<file path="src/ddio_defines.vh">
/*
 * constants for the io front end.
 * assumes a 20 mhz system clock; included by bare name.
 */
`ifndef DDIO_DEFINES_VH
`define DDIO_DEFINES_VH

// ****************************************
// clock and timing
// ****************************************
`define DDIO_CLK_KHZ          20000
`define DDIO_SAMPLE_US        250
`define DDIO_SAMPLE_CYC       (`DDIO_SAMPLE_US * `DDIO_CLK_KHZ / 1000)
`define DDIO_POLL_NS          62500
`define DDIO_POLL_CYC         (`DDIO_POLL_NS * `DDIO_CLK_KHZ / 1000000)
`define DDIO_RELAY_MAX_MS     10
`define DDIO_RELAY_MAX_CYC    (`DDIO_RELAY_MAX_MS * `DDIO_CLK_KHZ)

// ****************************************
// input function codes
// ****************************************
`define DDIO_FN_W             3
`define DDIO_FN_OFF           3'h0
`define DDIO_FN_HIGH          3'h1
`define DDIO_FN_LOW           3'h2
`define DDIO_FN_LATCH_RISE    3'h3
`define DDIO_FN_LATCH_FALL    3'h4

// ****************************************
// output message codes
// ****************************************
`define DDIO_MSG_W            2
`define DDIO_MSG_OFF          2'h0
`define DDIO_MSG_READY        2'h1
`define DDIO_MSG_ENABLED      2'h2
`define DDIO_MSG_FW           2'h3

// ****************************************
// relay modes and address switches
// ****************************************
`define DDIO_RELAY_NOFAULT    1'b0
`define DDIO_RELAY_NOFAULT_EN 1'b1
`define DDIO_DIGIT_MAX        4'h9
`define DDIO_ADDR_DHCP        7'h00
`define DDIO_PRESS_MIN_CYC    16'd1000

`endif

</file>
<file path="src/ddio_front_end.v">
/*
 * digital io front end of a servo drive: eight inputs, two fast latch
 * inputs, enable chain, two outputs, fault relay, address switches and
 * pushbutton display request.
 * assumes firmware drives the configuration ports and polls the capture
 * results; all terminal inputs are asynchronous.
 */
`timescale 1ns/1ps
`include "ddio_defines.vh"

// What this block does
// - eight inputs; input eight is fixed enable
// - inputs one to seven polarity follows its function
// - configurable input filter against short pulses
// - fast inputs capture position or time within 2 us if filt_cycles is at most 36, except input two in a cycle where input one captures
// - captures held until read, polled 62.5 us
// - inputs one to seven sampled every 250 us
// - inputs one to seven unassigned after reset
// - hardware enable acts directly in logic
// - stage enabled only with enable and torque-off
// - software enable anded, may be forced on
// - two message outputs refreshed every 250 us
// - fault relay has two selectable close modes
// - relay ignores overload limit and regeneration
// - fault opens relay and inhibits stage
// - relay settles within 10 ms
// - switches both zero selects dynamic address
// - otherwise static last octet from switches
// - short button press requests address display
module ddio_front_end #(
   parameter FCW = 8,
   parameter PW  = 32,
   parameter SAMPLE_CYC = `DDIO_SAMPLE_CYC,
   parameter POLL_CYC   = `DDIO_POLL_CYC,
   parameter RELAY_CYC  = `DDIO_RELAY_MAX_CYC
) (
   // clock and reset
   input  wire                      ref_clk,
   input  wire                      rst_n,
   // terminal inputs, bit 7 is the hardware enable
   input  wire [7:0]                din_pin,
   input  wire                      safe_torque_off_input,
   // firmware configuration, function per input 1..7
   input  wire [7*`DDIO_FN_W-1:0]   in_func,
   input  wire                      cfg_load,
   input  wire [FCW-1:0]            filt_cycles,
   input  wire                      sw_enable,
   input  wire                      sw_enable_force,
   input  wire [2*`DDIO_MSG_W-1:0]  out_msg,
   input  wire [1:0]                out_fw_level,
   input  wire                      relay_mode,
   input  wire                      fault,
   input  wire                      current_time_overload_limit,
   input  wire                      regen_active,
   // position and time sources
   input  wire [PW-1:0]             fb_position,
   input  wire [PW-1:0]             interp_time,
   input  wire                      capture_time_sel,
   // capture readout
   input  wire                      cap_rd,
   input  wire                      cap_rd_sel,
   // switches and button
   input  wire [3:0]                upper_address_switch,
   input  wire [3:0]                lower_address_switch,
   input  wire                      front_pushbutton,
   // outputs
   output reg  [6:0]                din_state,
   output reg  [6:0]                din_active,
   output reg                       stage_enable,
   output reg  [1:0]                dout,
   output reg                       fault_relay,
   output reg                       relay_settled,
   output reg  [1:0]                cap_valid,
   output reg  [PW-1:0]             cap_data,
   output reg                       cap_data_valid,
   output reg                       poll_tick,
   output reg                       addr_dhcp,
   output reg  [6:0]                addr_octet,
   output reg                       addr_invalid,
   output reg                       show_ip
);

   // ****************************************
   // functions
   // ****************************************
   function active_of;
      input [`DDIO_FN_W-1:0] fn;
      input                  lvl;
      begin
         if (fn == `DDIO_FN_LOW)
            active_of = ~lvl;
         else if (fn == `DDIO_FN_OFF)
            active_of = 1'b0;
         else
            active_of = lvl;
      end
   endfunction

   function msg_level;
      input [`DDIO_MSG_W-1:0] m;
      input                   fwl;
      input                   rdy;
      input                   en;
      begin
         case (m)
            `DDIO_MSG_READY:   msg_level = rdy;
            `DDIO_MSG_ENABLED: msg_level = en;
            `DDIO_MSG_FW:      msg_level = fwl;
            default:           msg_level = 1'b0;
         endcase
      end
   endfunction

   // ****************************************
   // synchronise and filter
   // ****************************************
   wire [7:0] din_filt;
   wire       sto_filt;
   wire       btn_filt;

   genvar gi;
   generate
      for (gi = 0; gi < 8; gi = gi + 1) begin : g_in
         ddio_sync_filter #(.CW(FCW)) u_sf (
            .ref_clk     (ref_clk),
            .rst_n       (rst_n),
            .pin         (din_pin[gi]),
            .filt_cycles (gi < 2 ? {FCW{1'b0}} | filt_cycles : filt_cycles),
            .level       (din_filt[gi])
         );
      end
   endgenerate

   ddio_sync_filter #(.CW(FCW)) u_sto (
      .ref_clk     (ref_clk),
      .rst_n       (rst_n),
      .pin         (safe_torque_off_input),
      .filt_cycles ({FCW{1'b0}}),
      .level       (sto_filt)
   );

   ddio_sync_filter #(.CW(FCW)) u_btn (
      .ref_clk     (ref_clk),
      .rst_n       (rst_n),
      .pin         (front_pushbutton),
      .filt_cycles ({FCW{1'b1}}),
      .level       (btn_filt)
   );

   // ****************************************
   // function registers and periodic ticks
   // ****************************************
   reg [7*`DDIO_FN_W-1:0] func;
   reg [23:0]             samp_cnt;
   reg [23:0]             poll_cnt;
   wire                   samp_tick = (samp_cnt == SAMPLE_CYC - 1);

   // only a load applies new functions; firmware keeps the stored set
   always @(posedge ref_clk or negedge rst_n) begin
      if (!rst_n)
         func <= {(7*`DDIO_FN_W){1'b0}};
      else if (cfg_load)
         func <= in_func;
   end

   always @(posedge ref_clk or negedge rst_n) begin
      if (!rst_n) begin
         samp_cnt  <= 24'h000000;
         poll_cnt  <= 24'h000000;
         poll_tick <= 1'b0;
      end else begin
         samp_cnt  <= samp_tick ? 24'h000000 : samp_cnt + 24'h000001;
         poll_tick <= (poll_cnt == POLL_CYC - 1);
         poll_cnt  <= (poll_cnt == POLL_CYC - 1) ? 24'h000000
                                                  : poll_cnt + 24'h000001;
      end
   end

   // ****************************************
   // sampled input state and outputs
   // ****************************************
   integer k;
   reg [6:0] next_active;
   always @* begin
      next_active = 7'h00;
      for (k = 0; k < 7; k = k + 1)
         next_active[k] = active_of(func[k*`DDIO_FN_W +: `DDIO_FN_W], din_filt[k]);
   end

   always @(posedge ref_clk or negedge rst_n) begin
      if (!rst_n) begin
         din_state  <= 7'h00;
         din_active <= 7'h00;
         dout       <= 2'b00;
      end else if (samp_tick) begin
         din_state  <= din_filt[6:0];
         din_active <= next_active;
         dout[0] <= msg_level(out_msg[1:0], out_fw_level[0], fault_relay,
                              stage_enable);
         dout[1] <= msg_level(out_msg[3:2], out_fw_level[1], fault_relay,
                              stage_enable);
      end
   end

   // ****************************************
   // enable chain and fault relay
   // ****************************************
   wire sw_en_eff  = sw_enable | sw_enable_force;
   wire hw_enabled = din_filt[7] & sto_filt & sw_en_eff & ~fault;
   // overload and regeneration deliberately left out of the relay term
   wire relay_cmd  = (relay_mode == `DDIO_RELAY_NOFAULT) ? ~fault
                     : (~fault & hw_enabled);
   reg  [23:0] relay_cnt;
   wire        unused_ok = current_time_overload_limit | regen_active;

   always @(posedge ref_clk or negedge rst_n) begin
      if (!rst_n) begin
         stage_enable  <= 1'b0;
         fault_relay   <= 1'b0;
         relay_settled <= 1'b0;
         relay_cnt     <= 24'h000000;
      end else begin
         // enable taken straight from the pin, no sampling tick
         stage_enable <= hw_enabled & relay_cmd_ok(relay_cmd, fault);
         fault_relay  <= relay_cmd & ~fault;
         if (fault_relay != (relay_cmd & ~fault)) begin
            relay_cnt     <= 24'h000000;
            relay_settled <= 1'b0;
         end else if (relay_cnt == RELAY_CYC - 1) begin
            relay_settled <= 1'b1;
         end else begin
            relay_cnt <= relay_cnt + 24'h000001;
         end
      end
   end

   function relay_cmd_ok;
      input c;
      input f;
      begin
         relay_cmd_ok = ~f & (c | 1'b1) & ~(unused_ok & 1'b0);
      end
   endfunction

   // ****************************************
   // fast input capture
   // ****************************************
   reg  [1:0]    fast_prev;
   reg  [1:0]    cap_hit;
   reg  [PW-1:0] cap_src;
   wire [1:0]    rise = din_filt[1:0] & ~fast_prev;
   wire [1:0]    fall = ~din_filt[1:0] & fast_prev;
   integer c;
   always @* begin
      cap_hit = 2'b00;
      for (c = 0; c < 2; c = c + 1)
         cap_hit[c] = ~cap_valid[c] &
            (((func[c*`DDIO_FN_W +: `DDIO_FN_W] == `DDIO_FN_LATCH_RISE) & rise[c]) |
             ((func[c*`DDIO_FN_W +: `DDIO_FN_W] == `DDIO_FN_LATCH_FALL) & fall[c]));
      cap_src = capture_time_sel ? interp_time : fb_position;
   end

   wire [PW-1:0] store_rd;
   ddio_capture_store #(.DW(PW)) u_store (
      .ref_clk (ref_clk),
      .rst_n   (rst_n),
      .wr_en   (|cap_hit),
      .wr_sel  (~cap_hit[0]),
      .wr_data (cap_src),
      .rd_sel  (cap_rd_sel),
      .rd_data (store_rd)
   );

   reg rd_pend;
   always @(posedge ref_clk or negedge rst_n) begin
      if (!rst_n) begin
         fast_prev      <= 2'b00;
         cap_valid      <= 2'b00;
         cap_data       <= {PW{1'b0}};
         cap_data_valid <= 1'b0;
         rd_pend        <= 1'b0;
      end else begin
         fast_prev      <= din_filt[1:0];
         rd_pend        <= cap_rd;
         cap_data_valid <= rd_pend;
         if (rd_pend)
            cap_data <= store_rd;
         // a new capture wins over a read clearing the same channel
         cap_valid[0] <= cap_hit[0] | (cap_valid[0] & ~(cap_rd & ~cap_rd_sel));
         cap_valid[1] <= (cap_hit[1] & ~cap_hit[0]) |
                         (cap_valid[1] & ~(cap_rd & cap_rd_sel));
      end
   end

   // ****************************************
   // address switches and button
   // ****************************************
   reg        addr_taken;
   reg        btn_prev;
   reg [15:0] press_cnt;
   wire [6:0] sw_value = upper_address_switch * 7'd10 + {3'b000, lower_address_switch};

   // switches read once after reset release, matching power-up reading
   always @(posedge ref_clk or negedge rst_n) begin
      if (!rst_n) begin
         addr_taken   <= 1'b0;
         addr_dhcp    <= 1'b0;
         addr_octet   <= 7'h00;
         addr_invalid <= 1'b0;
      end else if (!addr_taken) begin
         addr_taken   <= 1'b1;
         addr_dhcp    <= (sw_value == `DDIO_ADDR_DHCP);
         addr_octet   <= sw_value;
         addr_invalid <= (upper_address_switch > `DDIO_DIGIT_MAX) |
                         (lower_address_switch > `DDIO_DIGIT_MAX);
      end
   end

   // a release before the long-press limit counts as a short press
   always @(posedge ref_clk or negedge rst_n) begin
      if (!rst_n) begin
         btn_prev  <= 1'b0;
         press_cnt <= 16'h0000;
         show_ip   <= 1'b0;
      end else begin
         btn_prev <= btn_filt;
         show_ip  <= ~btn_filt & btn_prev & (press_cnt < `DDIO_PRESS_MIN_CYC);
         if (!btn_filt)
            press_cnt <= 16'h0000;
         else if (press_cnt != 16'hffff)
            press_cnt <= press_cnt + 16'h0001;
      end
   end

endmodule

</file>
<file path="src/ddio_sync_filter.v">
/*
 * two stage synchroniser followed by a stable-count glitch filter.
 * assumes the input is asynchronous to ref_clk.
 */
`timescale 1ns/1ps
module ddio_sync_filter #(
   parameter CW = 8
) (
   // clock and reset
   input  wire          ref_clk,
   input  wire          rst_n,
   // pin and filter setting
   input  wire          pin,
   input  wire [CW-1:0] filt_cycles,
   // filtered level
   output reg           level
);

   reg          sync_a;
   reg          sync_b;
   reg [CW-1:0] stable_cnt;

   // ****************************************
   // synchroniser
   // ****************************************
   always @(posedge ref_clk or negedge rst_n) begin
      if (!rst_n) begin
         sync_a <= 1'b0;
         sync_b <= 1'b0;
      end else begin
         sync_a <= pin;
         sync_b <= sync_a;
      end
   end

   // ****************************************
   // filter
   // ****************************************
   // a level must hold filt_cycles plus one clocks; zero passes every change
   always @(posedge ref_clk or negedge rst_n) begin
      if (!rst_n) begin
         stable_cnt <= {CW{1'b0}};
         level      <= 1'b0;
      end else if (sync_b == level) begin
         stable_cnt <= {CW{1'b0}};
      end else if (stable_cnt >= filt_cycles) begin
         level      <= sync_b;
         stable_cnt <= {CW{1'b0}};
      end else begin
         stable_cnt <= stable_cnt + {{(CW-1){1'b0}}, 1'b1};
      end
   end

endmodule

</file>
<file path="src/ddio_capture_store.v">
/*
 * holds one captured latch result per fast input until firmware reads it.
 * assumes a read strobe of one cycle per channel.
 */
`timescale 1ns/1ps
module ddio_capture_store #(
   parameter DW = 32
) (
   // clock and reset
   input  wire          ref_clk,
   input  wire          rst_n,
   // write side
   input  wire          wr_en,
   input  wire          wr_sel,
   input  wire [DW-1:0] wr_data,
   // read side
   input  wire          rd_sel,
   output reg  [DW-1:0] rd_data
);

   reg [DW-1:0] mem0;
   reg [DW-1:0] mem1;

   always @(posedge ref_clk or negedge rst_n) begin
      if (!rst_n) begin
         mem0    <= {DW{1'b0}};
         mem1    <= {DW{1'b0}};
         rd_data <= {DW{1'b0}};
      end else begin
         if (wr_en && !wr_sel)
            mem0 <= wr_data;
         if (wr_en && wr_sel)
            mem1 <= wr_data;
         rd_data <= rd_sel ? mem1 : mem0;
      end
   end

endmodule

</file>
<file path="config.mk">
export PLATFORM = sky130hd
export DESIGN_NAME = ddio_front_end
export DESIGN_NICKNAME = d
export VERILOG_FILES = /design/src/ddio_front_end.v /design/src/ddio_sync_filter.v /design/src/ddio_capture_store.v
export VERILOG_INCLUDE_DIRS = /design/src
export SDC_FILE = /design/constraint.sdc
export NUM_CORES = 1
export LEC_CHECK = 0
export BUFFER_PORTS_ARGS = -buffer_cell sky130_fd_sc_hd__buf_4
export CELL_PAD_IN_SITES_DETAIL_PLACEMENT = 0
export CELL_PAD_IN_SITES_GLOBAL_PLACEMENT = 1
export CORE_MARGIN = 4
export CORE_UTILIZATION = 43
export DETAILED_ROUTE_END_ITERATION = 6
export MAX_ROUTING_LAYER = met4
export PLACE_DENSITY = 0.81
export SYNTH_ARGS = -nofsm -noshare
export SYNTH_HDL_FRONTEND = slang
export SYNTH_SLANG_ARGS = --single-unit
</file>
<file path="constraint.sdc">
create_clock -name ref_clk -period 1.8 [get_ports ref_clk]
set_clock_uncertainty 0.15 [all_clocks]
set_input_delay 0.18 -clock ref_clk [delete_from_list [all_inputs] [get_ports ref_clk]]
set_output_delay 0.18 -clock ref_clk [all_outputs]
set_load 0.005 [all_outputs]
</file>
==> reports/qor.yml <==
run_status: "finished with violations"
violations: "negative setup slack"
report.final.slew_viol_count: 0
finalSetupViolCount: 77
vias: 13975
max_clock_freq_mhz: 508
synth_async_sr_flop_share_pct: 100
cp-start-kind: "flip-flop"
fin_crit_sh_pct: 109
layout.nets: 2273
chipHeight_um: 213
start_util_pct: 43.9
synth-edff-count: 0
period_needed_ns: 1.97
final-hold-violation-count: 0
crit_chain: "nor3_2, nand3_2, a221oi_4, buf_6, clkbuf_16, mux2_4"
ys_top_cells_by_count: "377 x dfrtp_1, 204 x mux2_2, 85 x ha_1"
p_per_area_mw_per_mm2: 928
antenna_found_initial: 3
p_leak_nw: 12.1
dp_hpwl_um: 29100
worstSetupPathType: "reg -> reg"
netlist_top_cells_area: "dfrtp_1 52%, mux2_2 13%, ha_1 5.9%"
synth.largest_area_cell: "dfrtp_1"
synth_seq_area_share_pct: 52.2
synth.most_common_cell: "dfrtp_1"
finalWorstSetupSlack_ns: -0.168
grtUsageMet1_pct: 27.3
place.gp.congestion: 0.829
vias_per_cell: 5.32
n_fill_cell: 3033
cp.arrival_ns: 2.27
grt_pass1_vias: 14621
clock_latency_ns: 0.57
worst_pin_slew_ns: 0.601
cts_buffers: 42
crit_family: "flip-flops"
num_rows: 74
yosys_warnings: 0
grt_pass1_wl_um: 75600
syn_area_per_cell_um2: 12.0
track_usage_pct: 21.1
synth_ff_type: "dfrtp_1"
hold_ws_ns: 0.0678
post-synth-top-area-fraction_pct: 52.2
cts_tree: "built"
die_area_mm2: 0.0454
synthCells: 1503
io_buffers: 191
cts.path.max_buffers: 3
routedWlPerCell_um: 18.3
drive_above_1_share_pct: 39.7
dr.pass1.iters: 5
ir_drop_v: 0.000995
max_slew_margin_pct: 59.9
placed_area_mm2: 0.0218
yosys_register_bits: 377
final_util_pct: 62.9
place_worst_setup_slack_ns: -0.331
max_stage_delay_ns: 0.41
drtIter0Drc: 702
finalPower_w: 0.0240
drcViolationCount: 0
syn-cell-area_mm2: 0.0181
grt_max_degree: 82
grt_overflow_total: 0
ys_types: 64
num_io_pins: 194
path_buf_inv: 2
clock-root-buffer: "clkbuf_16"
end_kind: "flip-flop"
grt_busiest_layer: "met2"
crit_required_ns: 2.11
h-tree-depth: 2
met3_usage_pct: 4.50
cts_sinks: 377
core-area_mm2: 0.0412
totalWireLength_um: 48100
hp-class: "in -> reg"
path_max_fanout: 8
final_area_mm2: 0.0259
drv_cap: 0
ant_nets: 0
rsz0062_at_grt: "true"
grtUsageMet2_pct: 33.9
crit_path_top_delay_cell: "dfrtp_1"
synthToLayoutAreaGrowth_pct: 43.4
die_x_um: 213
syn-num-nets: 1719
clkTransAtPathRegs_ns: 0.06
## sequential cells by signal, indices dropped and copies added (netlist names), 16 cells and up
signal / flops
cap_data: 32
func: 21
g_in.u_sf.stable_cnt: 64
poll_cnt: 24
press_cnt: 16
relay_cnt: 24
samp_cnt: 24
u_store.mem0: 32
u_store.mem1: 32
u_store.rd_data: 32
## cell families after synthesis
logic type,synth area share [%]
flip-flops,52.2
XOR/XNOR,5.72
AND/OR/NAND/NOR,12.0
buffers and inverters,2.08
other,0.0208
AO/OA/AOI/OAI,8.26
adder cells (fa/ha/maj),6.11
multiplexers,13.6
## metal layers
metal	vias up	wire (um)
li1	6635	-
met1	7014	21000
met2	249	23900
met3	77	2200
met4	0	1060
met5	-	0
## placed cells by master, fill, tap and decap left out, types with 7 or more instances in the layout
| cell type | instances |
|---|---|
| and4_1 | 13 |
| o21ai_0 | 32 |
| nor4_1 | 10 |
| nand2b_1 | 9 |
| buf_4 | 374 |
| a21oi_1 | 42 |
| nor4_2 | 7 |
| mux2_4 | 80 |
| buf_6 | 15 |
| nand3_1 | 79 |
| xnor2_1 | 49 |
| and3_1 | 22 |
| nor2b_1 | 9 |
| o211ai_1 | 10 |
| dfrtp_1 | 375 |
| nand2_1 | 70 |
| ha_1 | 75 |
| inv_1 | 34 |
| a211oi_1 | 39 |
| a21oi_2 | 17 |
| mux2_2 | 124 |
| ha_4 | 7 |
| nor3_1 | 11 |
| o21a_1 | 13 |
| and2_1 | 7 |
| mux2i_1 | 16 |
| o2111ai_1 | 8 |
| nor2_1 | 46 |
| nand4_1 | 25 |
| buf_12 | 26 |
| nand2_2 | 7 |
| clkbuf_1 | 8 |
| o31ai_1 | 9 |
| clkbuf_16 | 46 |
| clkbuf_8 | 13 |
| dlygate4sd3_1 | 136 |
| clkinv_2 | 7 |
| a211oi_2 | 25 |
| xor2_1 | 69 |
## what timing repair did
action / CTS / global route
gates cloned: 5 / 4
resized for setup: 52 / 151
pin swaps: 6 / 33
buffers inserted: 11 / 27
endpoints found under the setup margin: 104 / 190
endpoints found under the hold margin: 492 / 0
hold buffers: 137 / 0
## worst register-to-register path, cell delays in order, from the launching register on
cell and delay [ns]:
dfrtp_1 0.41, nor3_2 0.21, nand3_2 0.11, a221oi_4 0.30, buf_6 0.17, clkbuf_16 0.18, mux2_4 0.32
## power by group
| part | switching, W | leakage, nW | internal, W |
|---|---|---|---|
| Sequential | 0.000831 | 4.96 | 0.00979 |
| Combinational | 0.00171 | 6.40 | 0.00269 |
| Clock | 0.00363 | 0.726 | 0.00540 |
| Total | 0.00617 | 12.1 | 0.0179 |
## path summary, 6_finish.rpt
| path | start | end | slack [ns] | cells past startpoint |
|---|---|---|---|---|
| setup reg to reg | g_in[1].u_sf.level$_DFFE_PN0P_ | u_store.mem1[15]$_DFFE_PN0P_ | -0.17 | 6 |
| min in group asynchronous | rst_n | u_store.rd_data[18]$_DFF_PN0_ | 0.08 | 3 |
| max in group asynchronous | rst_n | press_cnt[5]$_DFFE_PN0P_ | 0.92 | 3 |
| hold reg to reg | u_btn.sync_a$_DFF_PN0_ | u_btn.sync_b$_DFF_PN0_ | 0.20 | 0 |
| setup / recovery | g_in[1].u_sf.level$_DFFE_PN0P_ | u_store.mem1[15]$_DFFE_PN0P_ | -0.17 | 6 |
| hold / removal | upper_address_switch[1] | addr_octet[2]$_DFFE_PN0N_ | 0.07 | 4 |
## through the flow
stage               setup TNS (ns)  instances
global route                -14.17       2626
finish                       -8.07       2627
floorplan                    -3.87       1503
detailed placement          -26.81       2364
global placement            -20.27       2364
CTS                          -8.05       2594
## area by class of cell
cell class | instances | area, um^2 | share of cell area (%)
clock buffers | 64 | 1280 | 4.96
diodes | 5 | 12.5 | 0.0483
well taps | 532 | 666 | 2.57
multi-input cells | 1044 | 9170 | 35.4
clock inverters | 13 | 193 | 0.743
flip-flops and latches | 377 | 9440 | 36.4
repair buffers | 558 | 5030 | 19.4
inverters | 34 | 128 | 0.492
No activity file was read; power rests on OpenSTA's default activity.
